**src/logic/plir_regs.vh**
```
// Constants for the PHY side of the link interface reset and restart handshake
`ifndef PLIR_REGS_VH
`define PLIR_REGS_VH

// Core clock period
`define PLIR_CLK_NS              10
// Link power pulse phases, kept for reference by the far side
`define PLIR_PULSE_LOW_TIME_MIN_NS  90
`define PLIR_PULSE_LOW_TIME_MAX_NS  1000
`define PLIR_PULSE_HIGH_TIME_MIN_NS 90
`define PLIR_PULSE_HIGH_TIME_MAX_NS 1000
// Absence window, least value rounded up to whole cycles
`define PLIR_POWER_ABSENCE_DETECT_TIME_NS 1200
`define PLIR_ABSENCE_CYC \
  ((`PLIR_POWER_ABSENCE_DETECT_TIME_NS + `PLIR_CLK_NS - 1) / `PLIR_CLK_NS)
// Wait the link keeps after the interface clock stops
`define PLIR_POWER_REASSERT_WAIT_TIME_NS 10000
// Interface clock half period in core cycles
`define PLIR_SCLK_HALF           4
// Restart sequence
`define PLIR_INIT_LEN            7
`define PLIR_DIFF_ZERO_CYC       3
// Control and data codes
`define PLIR_CTL_IDLE            2'h0
`define PLIR_CTL_RECEIVE         2'h2
`define PLIR_D_PREFIX            8'hFF
`define PLIR_D_ZERO              8'h00

`endif

```
**src/logic/plir_lps_mon.v**
```verilog
// Link power status monitor: synchroniser, activity detect, absence timer
`timescale 1ns/10ps
`default_nettype none
`include "plir_regs.vh"

module plir_lps_mon (
  input  wire clk,
  input  wire rst_n,
  input  wire clk_en,
  input  wire lps,
  input  wire diff_mode,
  output reg  lps_present
);

  reg       lps_s1;
  reg       lps_s2;
  reg       lps_s3;
  reg [7:0] idle_cnt;
  wire      active;

  localparam integer ABSENCE_LAST_I = `PLIR_ABSENCE_CYC - 1;
  localparam [7:0]   ABSENCE_LAST   = ABSENCE_LAST_I[7:0];

  // Pulsed power status counts by edges, a direct one by level
  assign active = diff_mode ? (lps_s2 ^ lps_s3) : lps_s2;

  always @(posedge clk or negedge rst_n) begin
    if (!rst_n) begin
      lps_s1      <= 1'b0;
      lps_s2      <= 1'b0;
      lps_s3      <= 1'b0;
      idle_cnt    <= 8'h00;
      lps_present <= 1'b0;
    end else if (clk_en) begin
      lps_s1 <= lps;
      lps_s2 <= lps_s1;
      lps_s3 <= lps_s2;
      if (active) begin
        idle_cnt    <= 8'h00;
        lps_present <= 1'b1;
      end else if (idle_cnt == ABSENCE_LAST) begin
        lps_present <= 1'b0;
      end else begin
        idle_cnt <= idle_cnt + 8'h01;
      end
    end
  end

endmodule
`default_nettype wire

```
**src/logic/plir_core.v**
```verilog
// PHY side of the link interface: disable on power loss, clock restart, reset handshake
//
// Contract
// - PHY declares power absent after 1.2 to 2.75 us without activity.
// - Disabled PHY drives Ctl, D, SClk low differentiated, floats them otherwise.
// - Interface reset cancels pending bus and register read requests.
// - Started arbitration is withdrawn or closed with a null packet.
// - Reset during link transmit ends the packet as if Idle.
// - Status made while disabled is discarded, never sent later.
// - PHY restarts SClk promptly once power status returns.
// - Differentiated: Ctl and D zero in exactly one of seven cycles.
// - Undifferentiated: Ctl and D held zero for first seven cycles.
// - From cycle eight only Idle until Receive with prefix shown.
// - Prefix shown for one cycle, then Idle.
// - No packet fragments or partial status after restart.
// - Idle arbitration at cycle seven gives Receive with prefix at eight.
// - Direct strap high means undifferentiated, low differentiated.
// - PHY supplies SClk; interface needs it stable to operate.
`timescale 1ns/10ps
`default_nettype none
`include "plir_regs.vh"

module plir_core (
  input  wire       core_clk,
  input  wire       nrst,
  input  wire       clk_en,
  input  wire       lps,
  input  wire       direct,
  input  wire       arb_idle,
  input  wire       link_tx_active,
  input  wire [1:0] core_ctl,
  input  wire [7:0] core_d,
  input  wire       core_oe,
  output reg        sclk_out,
  output reg        sclk_oe,
  output reg  [1:0] ctl_out,
  output reg        ctl_oe,
  output reg  [7:0] d_out,
  output reg        d_oe,
  output reg        iface_up,
  output reg        reset_done,
  output reg        cancel_req,
  output reg        tx_force_idle,
  output wire       status_discard
);

  localparam [2:0] ST_OFF  = 3'b001;
  localparam [2:0] ST_INIT = 3'b010;
  localparam [2:0] ST_RUN  = 3'b100;

  localparam integer SCLK_LAST_I = `PLIR_SCLK_HALF - 1;
  localparam integer ZERO_CYC_I  = `PLIR_DIFF_ZERO_CYC - 1;
  localparam integer INIT_LAST_I = `PLIR_INIT_LEN - 1;
  localparam [2:0]   SCLK_LAST   = SCLK_LAST_I[2:0];
  localparam [3:0]   ZERO_CYC    = ZERO_CYC_I[3:0];
  localparam [3:0]   INIT_LAST   = INIT_LAST_I[3:0];

  // Divider terminal count, shared by the clock toggle and the edge detect
  function div_wrap;
    input [2:0] cnt;
    begin
      div_wrap = (cnt == SCLK_LAST);
    end
  endfunction

  reg       rst_s1;
  reg       rst_n;
  reg       dir_s1;
  reg       dir_s2;
  reg [2:0] state;
  reg [2:0] div_cnt;
  reg [3:0] cyc;
  reg       diff_mode;
  wire      lps_present;
  wire      sclk_rise;

  //////////////////////////////////////////////////////////////////////////////
  // Reset release and strap synchroniser

  always @(posedge core_clk or negedge nrst) begin
    if (!nrst) begin
      rst_s1 <= 1'b0;
      rst_n  <= 1'b0;
    end else begin
      rst_s1 <= 1'b1;
      rst_n  <= rst_s1;
    end
  end

  always @(posedge core_clk or negedge rst_n) begin
    if (!rst_n) begin
      dir_s1 <= 1'b0;
      dir_s2 <= 1'b0;
    end else if (clk_en) begin
      dir_s1 <= direct;
      dir_s2 <= dir_s1;
    end
  end

  plir_lps_mon u_lps_mon (
    .clk         (core_clk),
    .rst_n       (rst_n),
    .clk_en      (clk_en),
    .lps         (lps),
    .diff_mode   (diff_mode),
    .lps_present (lps_present)
  );

  //////////////////////////////////////////////////////////////////////////////
  // Interface clock and handshake sequencing

  assign sclk_rise = (state != ST_OFF) && !sclk_out &&
                     div_wrap(div_cnt);
  // Status generated before completion never leaves the PHY
  assign status_discard = !reset_done;

  always @(posedge core_clk or negedge rst_n) begin
    if (!rst_n) begin
      state         <= ST_OFF;
      div_cnt       <= 3'h0;
      cyc           <= 4'h0;
      diff_mode     <= 1'b1;
      sclk_out      <= 1'b0;
      sclk_oe       <= 1'b0;
      ctl_out       <= `PLIR_CTL_IDLE;
      ctl_oe        <= 1'b0;
      d_out         <= `PLIR_D_ZERO;
      d_oe          <= 1'b0;
      iface_up      <= 1'b0;
      reset_done    <= 1'b0;
      cancel_req    <= 1'b0;
      tx_force_idle <= 1'b0;
    end else if (clk_en) begin
      cancel_req    <= 1'b0;
      tx_force_idle <= 1'b0;
      case (state)
        ST_OFF: begin
          diff_mode <= !dir_s2;
          sclk_out  <= 1'b0;
          sclk_oe   <= !dir_s2;
          ctl_out   <= `PLIR_CTL_IDLE;
          d_out     <= `PLIR_D_ZERO;
          ctl_oe    <= !dir_s2;
          d_oe      <= !dir_s2;
          iface_up  <= 1'b0;
          div_cnt   <= 3'h0;
          cyc       <= 4'h0;
          if (lps_present) begin
            state   <= ST_INIT;
            sclk_oe <= 1'b1;
          end
        end
        ST_INIT, ST_RUN: begin
          if (!lps_present) begin
            state         <= ST_OFF;
            reset_done    <= 1'b0;
            iface_up      <= 1'b0;
            sclk_out      <= 1'b0;
            sclk_oe       <= diff_mode;
            ctl_out       <= `PLIR_CTL_IDLE;
            d_out         <= `PLIR_D_ZERO;
            ctl_oe        <= diff_mode;
            d_oe          <= diff_mode;
            cancel_req    <= 1'b1;
            tx_force_idle <= link_tx_active;
          end else begin
            div_cnt <= div_wrap(div_cnt) ? 3'h0 : div_cnt + 3'h1;
            if (div_wrap(div_cnt))
              sclk_out <= !sclk_out;
            if (sclk_rise) begin
              if (state == ST_INIT) begin
                cyc     <= cyc + 4'h1;
                ctl_out <= `PLIR_CTL_IDLE;
                d_out   <= `PLIR_D_ZERO;
                if (diff_mode) begin
                  ctl_oe <= (cyc == ZERO_CYC);
                  d_oe   <= (cyc == ZERO_CYC);
                end else begin
                  ctl_oe <= 1'b1;
                  d_oe   <= 1'b1;
                end
                if (cyc == INIT_LAST)
                  state <= ST_RUN;
              end else if (!reset_done) begin
                ctl_oe <= 1'b1;
                d_oe   <= 1'b1;
                if (ctl_out == `PLIR_CTL_RECEIVE) begin
                  // Prefix shown once; arbitration was idle, so return to Idle
                  ctl_out    <= `PLIR_CTL_IDLE;
                  d_out      <= `PLIR_D_ZERO;
                  reset_done <= 1'b1;
                  iface_up   <= 1'b1;
                end else if (arb_idle) begin
                  ctl_out <= `PLIR_CTL_RECEIVE;
                  d_out   <= `PLIR_D_PREFIX;
                end else begin
                  ctl_out <= `PLIR_CTL_IDLE;
                  d_out   <= `PLIR_D_ZERO;
                end
              end else begin
                ctl_out <= core_ctl;
                d_out   <= core_d;
                ctl_oe  <= core_oe;
                d_oe    <= core_oe;
              end
            end
          end
        end
        default: state <= ST_OFF;
      endcase
    end
  end

endmodule
`default_nettype wire

```
**config.mk**
```make
export PLATFORM = sky130hd
export DESIGN_NAME = plir_core
export DESIGN_NICKNAME = d
export VERILOG_FILES = /design/src/logic/plir_lps_mon.v /design/src/logic/plir_core.v
export VERILOG_INCLUDE_DIRS = /design/src /design/src/logic
export SDC_FILE = /design/constraint.sdc
export NUM_CORES = 1
export LEC_CHECK = 0
export ABC_AREA = 0
export BUFFER_PORTS_ARGS = -buffer_cell sky130_fd_sc_hd__buf_2
export CORE_MARGIN = 8
export CORE_UTILIZATION = 60
export CTS_BUF_LIST = sky130_fd_sc_hd__clkbuf_8
export DETAILED_ROUTE_END_ITERATION = 6
export GPL_ROUTABILITY_DRIVEN = 0
export PLACE_DENSITY = 0.84
export SETUP_SLACK_MARGIN = 0.02
export SYNTH_ARGS = -nofsm -noshare
export SYNTH_HDL_FRONTEND = slang
export SYNTH_HIERARCHICAL = 1
export SYNTH_SLANG_ARGS = --single-unit
```
**constraint.sdc**
```tcl
create_clock -name core_clk -period 2.7 [get_ports core_clk]
set_input_delay 0.135 -clock core_clk [delete_from_list [all_inputs] [get_ports core_clk]]
set_output_delay 0.135 -clock core_clk [all_outputs]
set_load 0.02 [all_outputs]
```
* After elaboration in Yosys (flattened, before gate mapping)
Cells that the tools add are included.
** Storage, ports and cells
- Memory bits (read-only) :: 0
- Output and inout port bits :: 19
- Bits of input ports :: 18
- Memories :: 0
- Latch bits :: 0
- Flip-flop bits (word level) :: 44
- Memory bits (writable) :: 0
** Cells by class
- $mul :: 0
- Add/subtract/negate cells :: 3
- Equal/unequal tests :: 24
- Reductions and logical operators :: 19
- Bitwise logic cells :: 1
- Magnitude comparators :: 0
- Divide/modulo/power cells :: 0
- Muxes and demuxes :: 59
- Shift-type cells :: 0
** Operator list (number)
- $mux 8 :: 8
- $mux 1 :: 26
- $mux 3 :: 7
- $ne 3x3->1 const B :: 7
- $pmux 8 s2 :: 1
- $mux 2 :: 6
- $mux 4 :: 3
- $pmux 3 s2 :: 2
- $reduce_and 3->1 :: 4
- $ne 2x2->1 const B :: 5
- $reduce_and 5->1 :: 2
- $add 8x1->8 const B :: 1
- $eq 8x7->1 const B :: 1
- $pmux 1 s2 :: 4
- $pmux 4 s2 :: 1
- $eq 3x2->1 const B :: 2
- $ne 2x1->1 const B :: 3
- $reduce_and 2->1 :: 3
- $reduce_and 6->1 :: 1
- $add 4x1->4 const B :: 1
- $eq 4x2->1 const B :: 1
- $eq 4x3->1 const B :: 1
- $pmux 2 s2 :: 1
- $reduce_and 4->1 :: 1
- 10 further kinds :: 14

* Logic depth before layout (Yosys ltp)
- Word-level depth :: 7
- Mapped depth :: 6
- Depth with buffers taken out :: 6

* Cells and area by module
Netlist, hierarchy kept.
** By module, submodules not included
- plir_core :: area each 1784.2 um^2, cells each 165, instances 1, seq. area each 803.3 um^2
- plir_lps_mon :: area each 636.9 um^2, cells each 60, instances 1, seq. area each 300.3 um^2

* Worst setup path before layout
Ideal clock, no wire load.
- Path type :: reg2reg
- From :: register state[2]
- To :: register ctl_out[0]
- Arrival :: 1641 ps
- Slack :: 934 ps
- Library setup time :: 125 ps
- Cell stages (with the launch flop) :: 7
- Path buffers :: 2
- Period minus slack after synthesis :: 1766 ps
- Data required time :: 2575 ps
- Cells stage by stage :: dfrtp_1 > buf_6 > or3b_4 > a2bb2oi_2 > a21oi_4 > buf_12 > mux2_4
** Between the ends
- Cells in the longest elaborated chain, start to end :: 5
** Ends and longest elaborated chain
- start, declared :: line plir_core.v:70 : reg [2:0] state;
- start signal, assigned :: line plir_core.v:119 : state <= ST_OFF;
- start signal, assigned :: line plir_core.v:149 : state <= ST_INIT;
- start signal, assigned :: line plir_core.v:155 : state <= ST_OFF;
- $eq 3x2->1 / $ne 3x1->1 (equally long branches) :: line plir_core.v:136, plir_core.v:171, plir_core.v:112
- $mux 2 / $logic_and 1x1->1 (equally long branches) :: line plir_core.v:171, plir_core.v:112
- $mux 2 / $logic_and 1x1->1 (equally long branches) :: line plir_core.v:170, plir_core.v:112
- $mux 2 / $ne 3x3->1 (equally long branches)
- $pmux 2 s2 / $reduce_and 3->1 (equally long branches)
- end signal, assigned :: line plir_core.v:141 : ctl_out <= `PLIR_CTL_IDLE;
- end signal, assigned :: line plir_core.v:160 : ctl_out <= `PLIR_CTL_IDLE;
- end signal, assigned :: line plir_core.v:173 : ctl_out <= `PLIR_CTL_IDLE;
- end, declared :: line plir_core.v:36 : output reg [1:0] ctl_out,
Several ways; a longest one is shown, not always the timed one. The select of a mux whose other input is x is not followed.
A chain may end at the register's enable or synchronous reset.

* Final worst setup path
- From :: register state[1]
- To :: register d_out[1]
** Between the ends
- Cells in the longest elaborated chain, start to end :: 5
** Ends and longest elaborated chain
- $eq 3x2->1 / $ne 3x1->1 (equally long branches) :: line plir_core.v:136, plir_core.v:171, plir_core.v:112
- $mux 8 / $logic_and 1x1->1 (equally long branches) :: line plir_core.v:171, plir_core.v:112
- $mux 8 / $logic_and 1x1->1 (equally long branches) :: line plir_core.v:170, plir_core.v:112
- $mux 8 / $ne 3x3->1 (equally long branches)
- $pmux 8 s2 / $reduce_and 3->1 (equally long branches)
- end signal, assigned :: line plir_core.v:142 : d_out <= `PLIR_D_ZERO;
- end signal, assigned :: line plir_core.v:161 : d_out <= `PLIR_D_ZERO;
- end signal, assigned :: line plir_core.v:174 : d_out <= `PLIR_D_ZERO;
- end, declared :: line plir_core.v:38 : output reg [7:0] d_out,
Several ways; a longest one is shown, not always the timed one. The select of a mux whose other input is x is not followed.

==> impl_results.md <==
- Outcome: finished clean
- Final nets: between 200 and 300
- Setup_tns: 0 ns
- Pins Over Slew Limit: 0
- Finished Cell Area: 2700 µm²
- PortBufs: 36
- CP Class: reg -> reg
- Internal: 1.40 mW
- Vias in the first global route: about 1800
- Seq pwr share: between 40 and 50%
- Startpoint Class: register
- Total chip power: ~2.3 mW
- Synth Cell Area: 2420 µm²
- Slowest cell on crit path: dfrtp_1
- Pre-antenna DRT Iters: 4
- Syn_nets: roughly 250
- Top Family by Delay on Critical Path: compound AO/OA/AOI/OAI gates
- Vias per inst: just under 6
- Clk root buf: clkbuf_8
- LEAKAGE: between 1 and 1.5 nW
- Grt met3 use: around 4.6%
- FF-to-FF End: d_out[1]
- Slew HR: between 30% and 40%
- Synth-to-layout area growth: 11.6%
- Switching Share: 38.5%
- Yosys reg bits: 44
- Antenna Nets Post-Route: 0
- Min Tclk post-route: around 2.2 ns
- TritonCTS clock tree: yes
- Iteration-0 DRC Markers: 190
- Launch point of the worst reg-to-reg path: state[1]
- YS warnings: 6
- Total Routed Length: 5.28 mm
- Clock power share: between 15 and 20%
- Reg2Reg Setup Slack: approximately 0.55 ns
- FILL cells: between 300 and 400
- Die width: between 70 and 80 µm
- WP depth: 4
- Post CTS Setup Buffer Count: 0
- Largest net degree at the start of global routing: 43
- Period utilisation layout: around four fifths
- Final Hold Fails: 0
- Comb power frac: 37.9%
- DP Worst Slack: 0.571 ns
- Clk Latency, worst-skew pair: approximately 0.30 ns
- Antenna diode count: 0
- Initial antenna violation count: 0
- Critical path endpoint category: register
- DR vias: 1787
- PD cells: ~840 nW/µm²
- Reg2Reg Depth: 4
- VDD IR max: about 0.00036 V
- Placed cell areas: ~2600 µm²
- Crit path largest cell delay: 0.58 ns
- Total die area: around 6300 µm²
- Core ar.: 3940 µm²
- Pin slew with the least headroom to its limit: ~0.90 ns
- Starting Density: around 60%
- # setup viols final: 0
- Total track usage: between 10% and 20%
- H-tree levels: 2
- Register area share after synthesis: between 40% and 50%
- Avg Cell Area, Syn: about 11 µm²
- First-pass GRT wire length: between 8 and 9 mm
- CTS max path bufs: 2
- RSZ-0062 raised after global routing: no
- Post-DP HPWL: about 3.8 mm
- Max-Cap Viols: 0
- CP Launch Point: state[1]
- Num CTS Buffers: 5
- Highest clock rate: approximately 0.46 GHz
- Setup ws final: roughly 0.55 ns
- Num rows: 23
- Top-level I/O count: 37
- Critical Path RT: 2.89 ns
- Number of remaining DRC errors: 0
- Met2 Usage GRT: just under 30%
- Met1 usage: roughly a fifth
- EDFF count, synth: 0
- Sw Pwr: between 0.8 and 0.9 mW
- GRT overflow: 0
- Worst-path clk slew: 0.09 ns
- Cells after Synth: 225
- Netlist cell types: 57
- Die Span Y: between 70 and 80 µm
- Crit path buffers/inverters: 0
- Worst path cell trace: or3b_4, a2bb2oi_2, a21oi_4, mux2_1
- CTS Sinks: 44
- Hold Crit Start: direct
- Top FF cell, synth: dfrtp_1
- Most crowded layer after global routing: met2
- Clock Skews: 0.0100 ns
- Ys async rst share: between 90% and 100%
- Average routed wire per standard cell: around 17 µm
- CP arrival: ~2.3 ns
- Crit-path max FO: 13
- Layout cell share with drive strength beyond 1: 30.5%
- Worst hold path type: in -> reg
- Crit path to: d_out[1]
-- registers in the layout, indices dropped and copies added, names as in the netlist, 2 cells and up --
name	count
cyc	4
u_lps_mon/idle_cnt	8
state	3
div_cnt	3
ctl_out	2
d_out	8
-- power by group through the flow --
stage	registers [mW]	logic, mW	clock network [mW]
after detailed placement	0.981	0.860	0
after floorplan	0.964	0.714	0
after global placement	0.972	0.820	0
after CTS	0.971	0.864	0.453
after global routing	1.00	0.943	0.480
final	0.972	0.863	0.443
-- routing by layer --
metal | wire length, µm | vias to the layer above
met2 | 2650 | 53
li1 | - | 865
met5 | 0 | -
met3 | 287 | 8
met1 | 2240 | 861
met4 | 102 | 0
-- worst reg2reg max path: stages (launching register included) --
cell	delay, ns
dfrtp_1	0.58
or3b_4	0.45
a2bb2oi_2	0.19
a21oi_4	0.45
mux2_1	0.37
-- worst min-delay path by stage --
stage,cells past startpoint,end,slack [ns]
after global routing,2,dir_s1,0.06
after floorplan,0,rst_n,-0.16
after CTS,2,dir_s1,0.05
after detailed placement,1,rst_s1,-0.08
final,2,dir_s1,0.06
after global placement,1,rst_s1,-0.08
-- stage by stage --
stage,util [%],cells,hold WS (ns)
2_1_floorplan,-,225,-0.161
3_3_place_gp,65.8,300,-0.0798
3_5_place_dp,65.8,300,-0.0790
4_1_cts,68.5,309,0.0538
5_1_grt,68.5,309,0.0629
6_report,68.5,309,0.0618
-- kinds of logic (layout without fill, tap and decap cells) --
kind of cell             count (synthesis)  count (layout)  share of synthesized area (%)
adder cells (fa/ha/maj)                  5               5                           2.58
buffers and inverters                   19              53                           4.29
XOR/XNOR                                 4               4                           1.45
AO/OA/AOI/OAI                           38              38                           11.3
other                                    1               1                          0.155
multiplexers                            29              29                           14.8
flip-flops                              44              44                           45.6
AND/OR/NAND/NOR                         85              85                           19.9
-- timing repair --
item | in CTS | in global routing
hold buffers | 1 | 0
endpoints found under the hold margin | 2 | 0
resized for setup | 0 | 0
-- area by class of cell --
| class | count | area (µm²) | share of cell area [%] |
|---|---|---|---|
| Multi-Input combinational cell | 162 | 1210 | 44.9 |
| Sequential cell | 44 | 1100 | 40.9 |
| Timing Repair Buffer | 38 | 198 | 7.32 |
| Clock buffer | 6 | 82.6 | 3.06 |
| Tap cell | 50 | 62.6 | 2.32 |
| Inverter | 7 | 26.3 | 0.973 |
| Clock inverter | 2 | 13.8 | 0.509 |
-- cell usage after synthesis (all sizes together) (2+ instances only) --
library cell  number  area share [%]
dfstp              2             2.2
clkbuf             5            0.78
a21oi              9             2.3
a22o               3             1.2
nor4               2            0.52
o21a               2            0.62
and3               4             1.2
nor3b              5             1.8
xor2               2            0.72
nor3              12             2.5
dfrtp             42              43
mux2              24              13
and4               2            0.78
nand2b             6             1.6
nand3              5             1.0
o21ai             10             2.1
nor2              19             2.9
xnor2              2            0.72
a21boi             2            0.62
inv                7             1.1
nor2b              8             2.1
mux2i              5             2.1
a31o               2            0.72
or3b               2            0.83
nand3b             2            0.62
or2                2            0.52
ha                 5             2.6
buf                7             2.4
nand2             11             1.7
-- cell usage in the layout, fill, tap and decap left out, types with 3 or more instances in the layout --
master    instances
buf_2            36
a21oi_1           8
nand2b_1          6
ha_1              5
nor3_1           12
nor2_1           19
nand3_1           5
mux2_4           10
mux2_2            9
nor3b_1           4
nor2b_1           8
inv_1             7
nand2_1          11
o21ai_0           8
and3_1            3
dfrtp_1          41
mux2i_1           5
mux2_1            5
clkbuf_8          6
No activity file was read; power rests on OpenSTA's default activity.
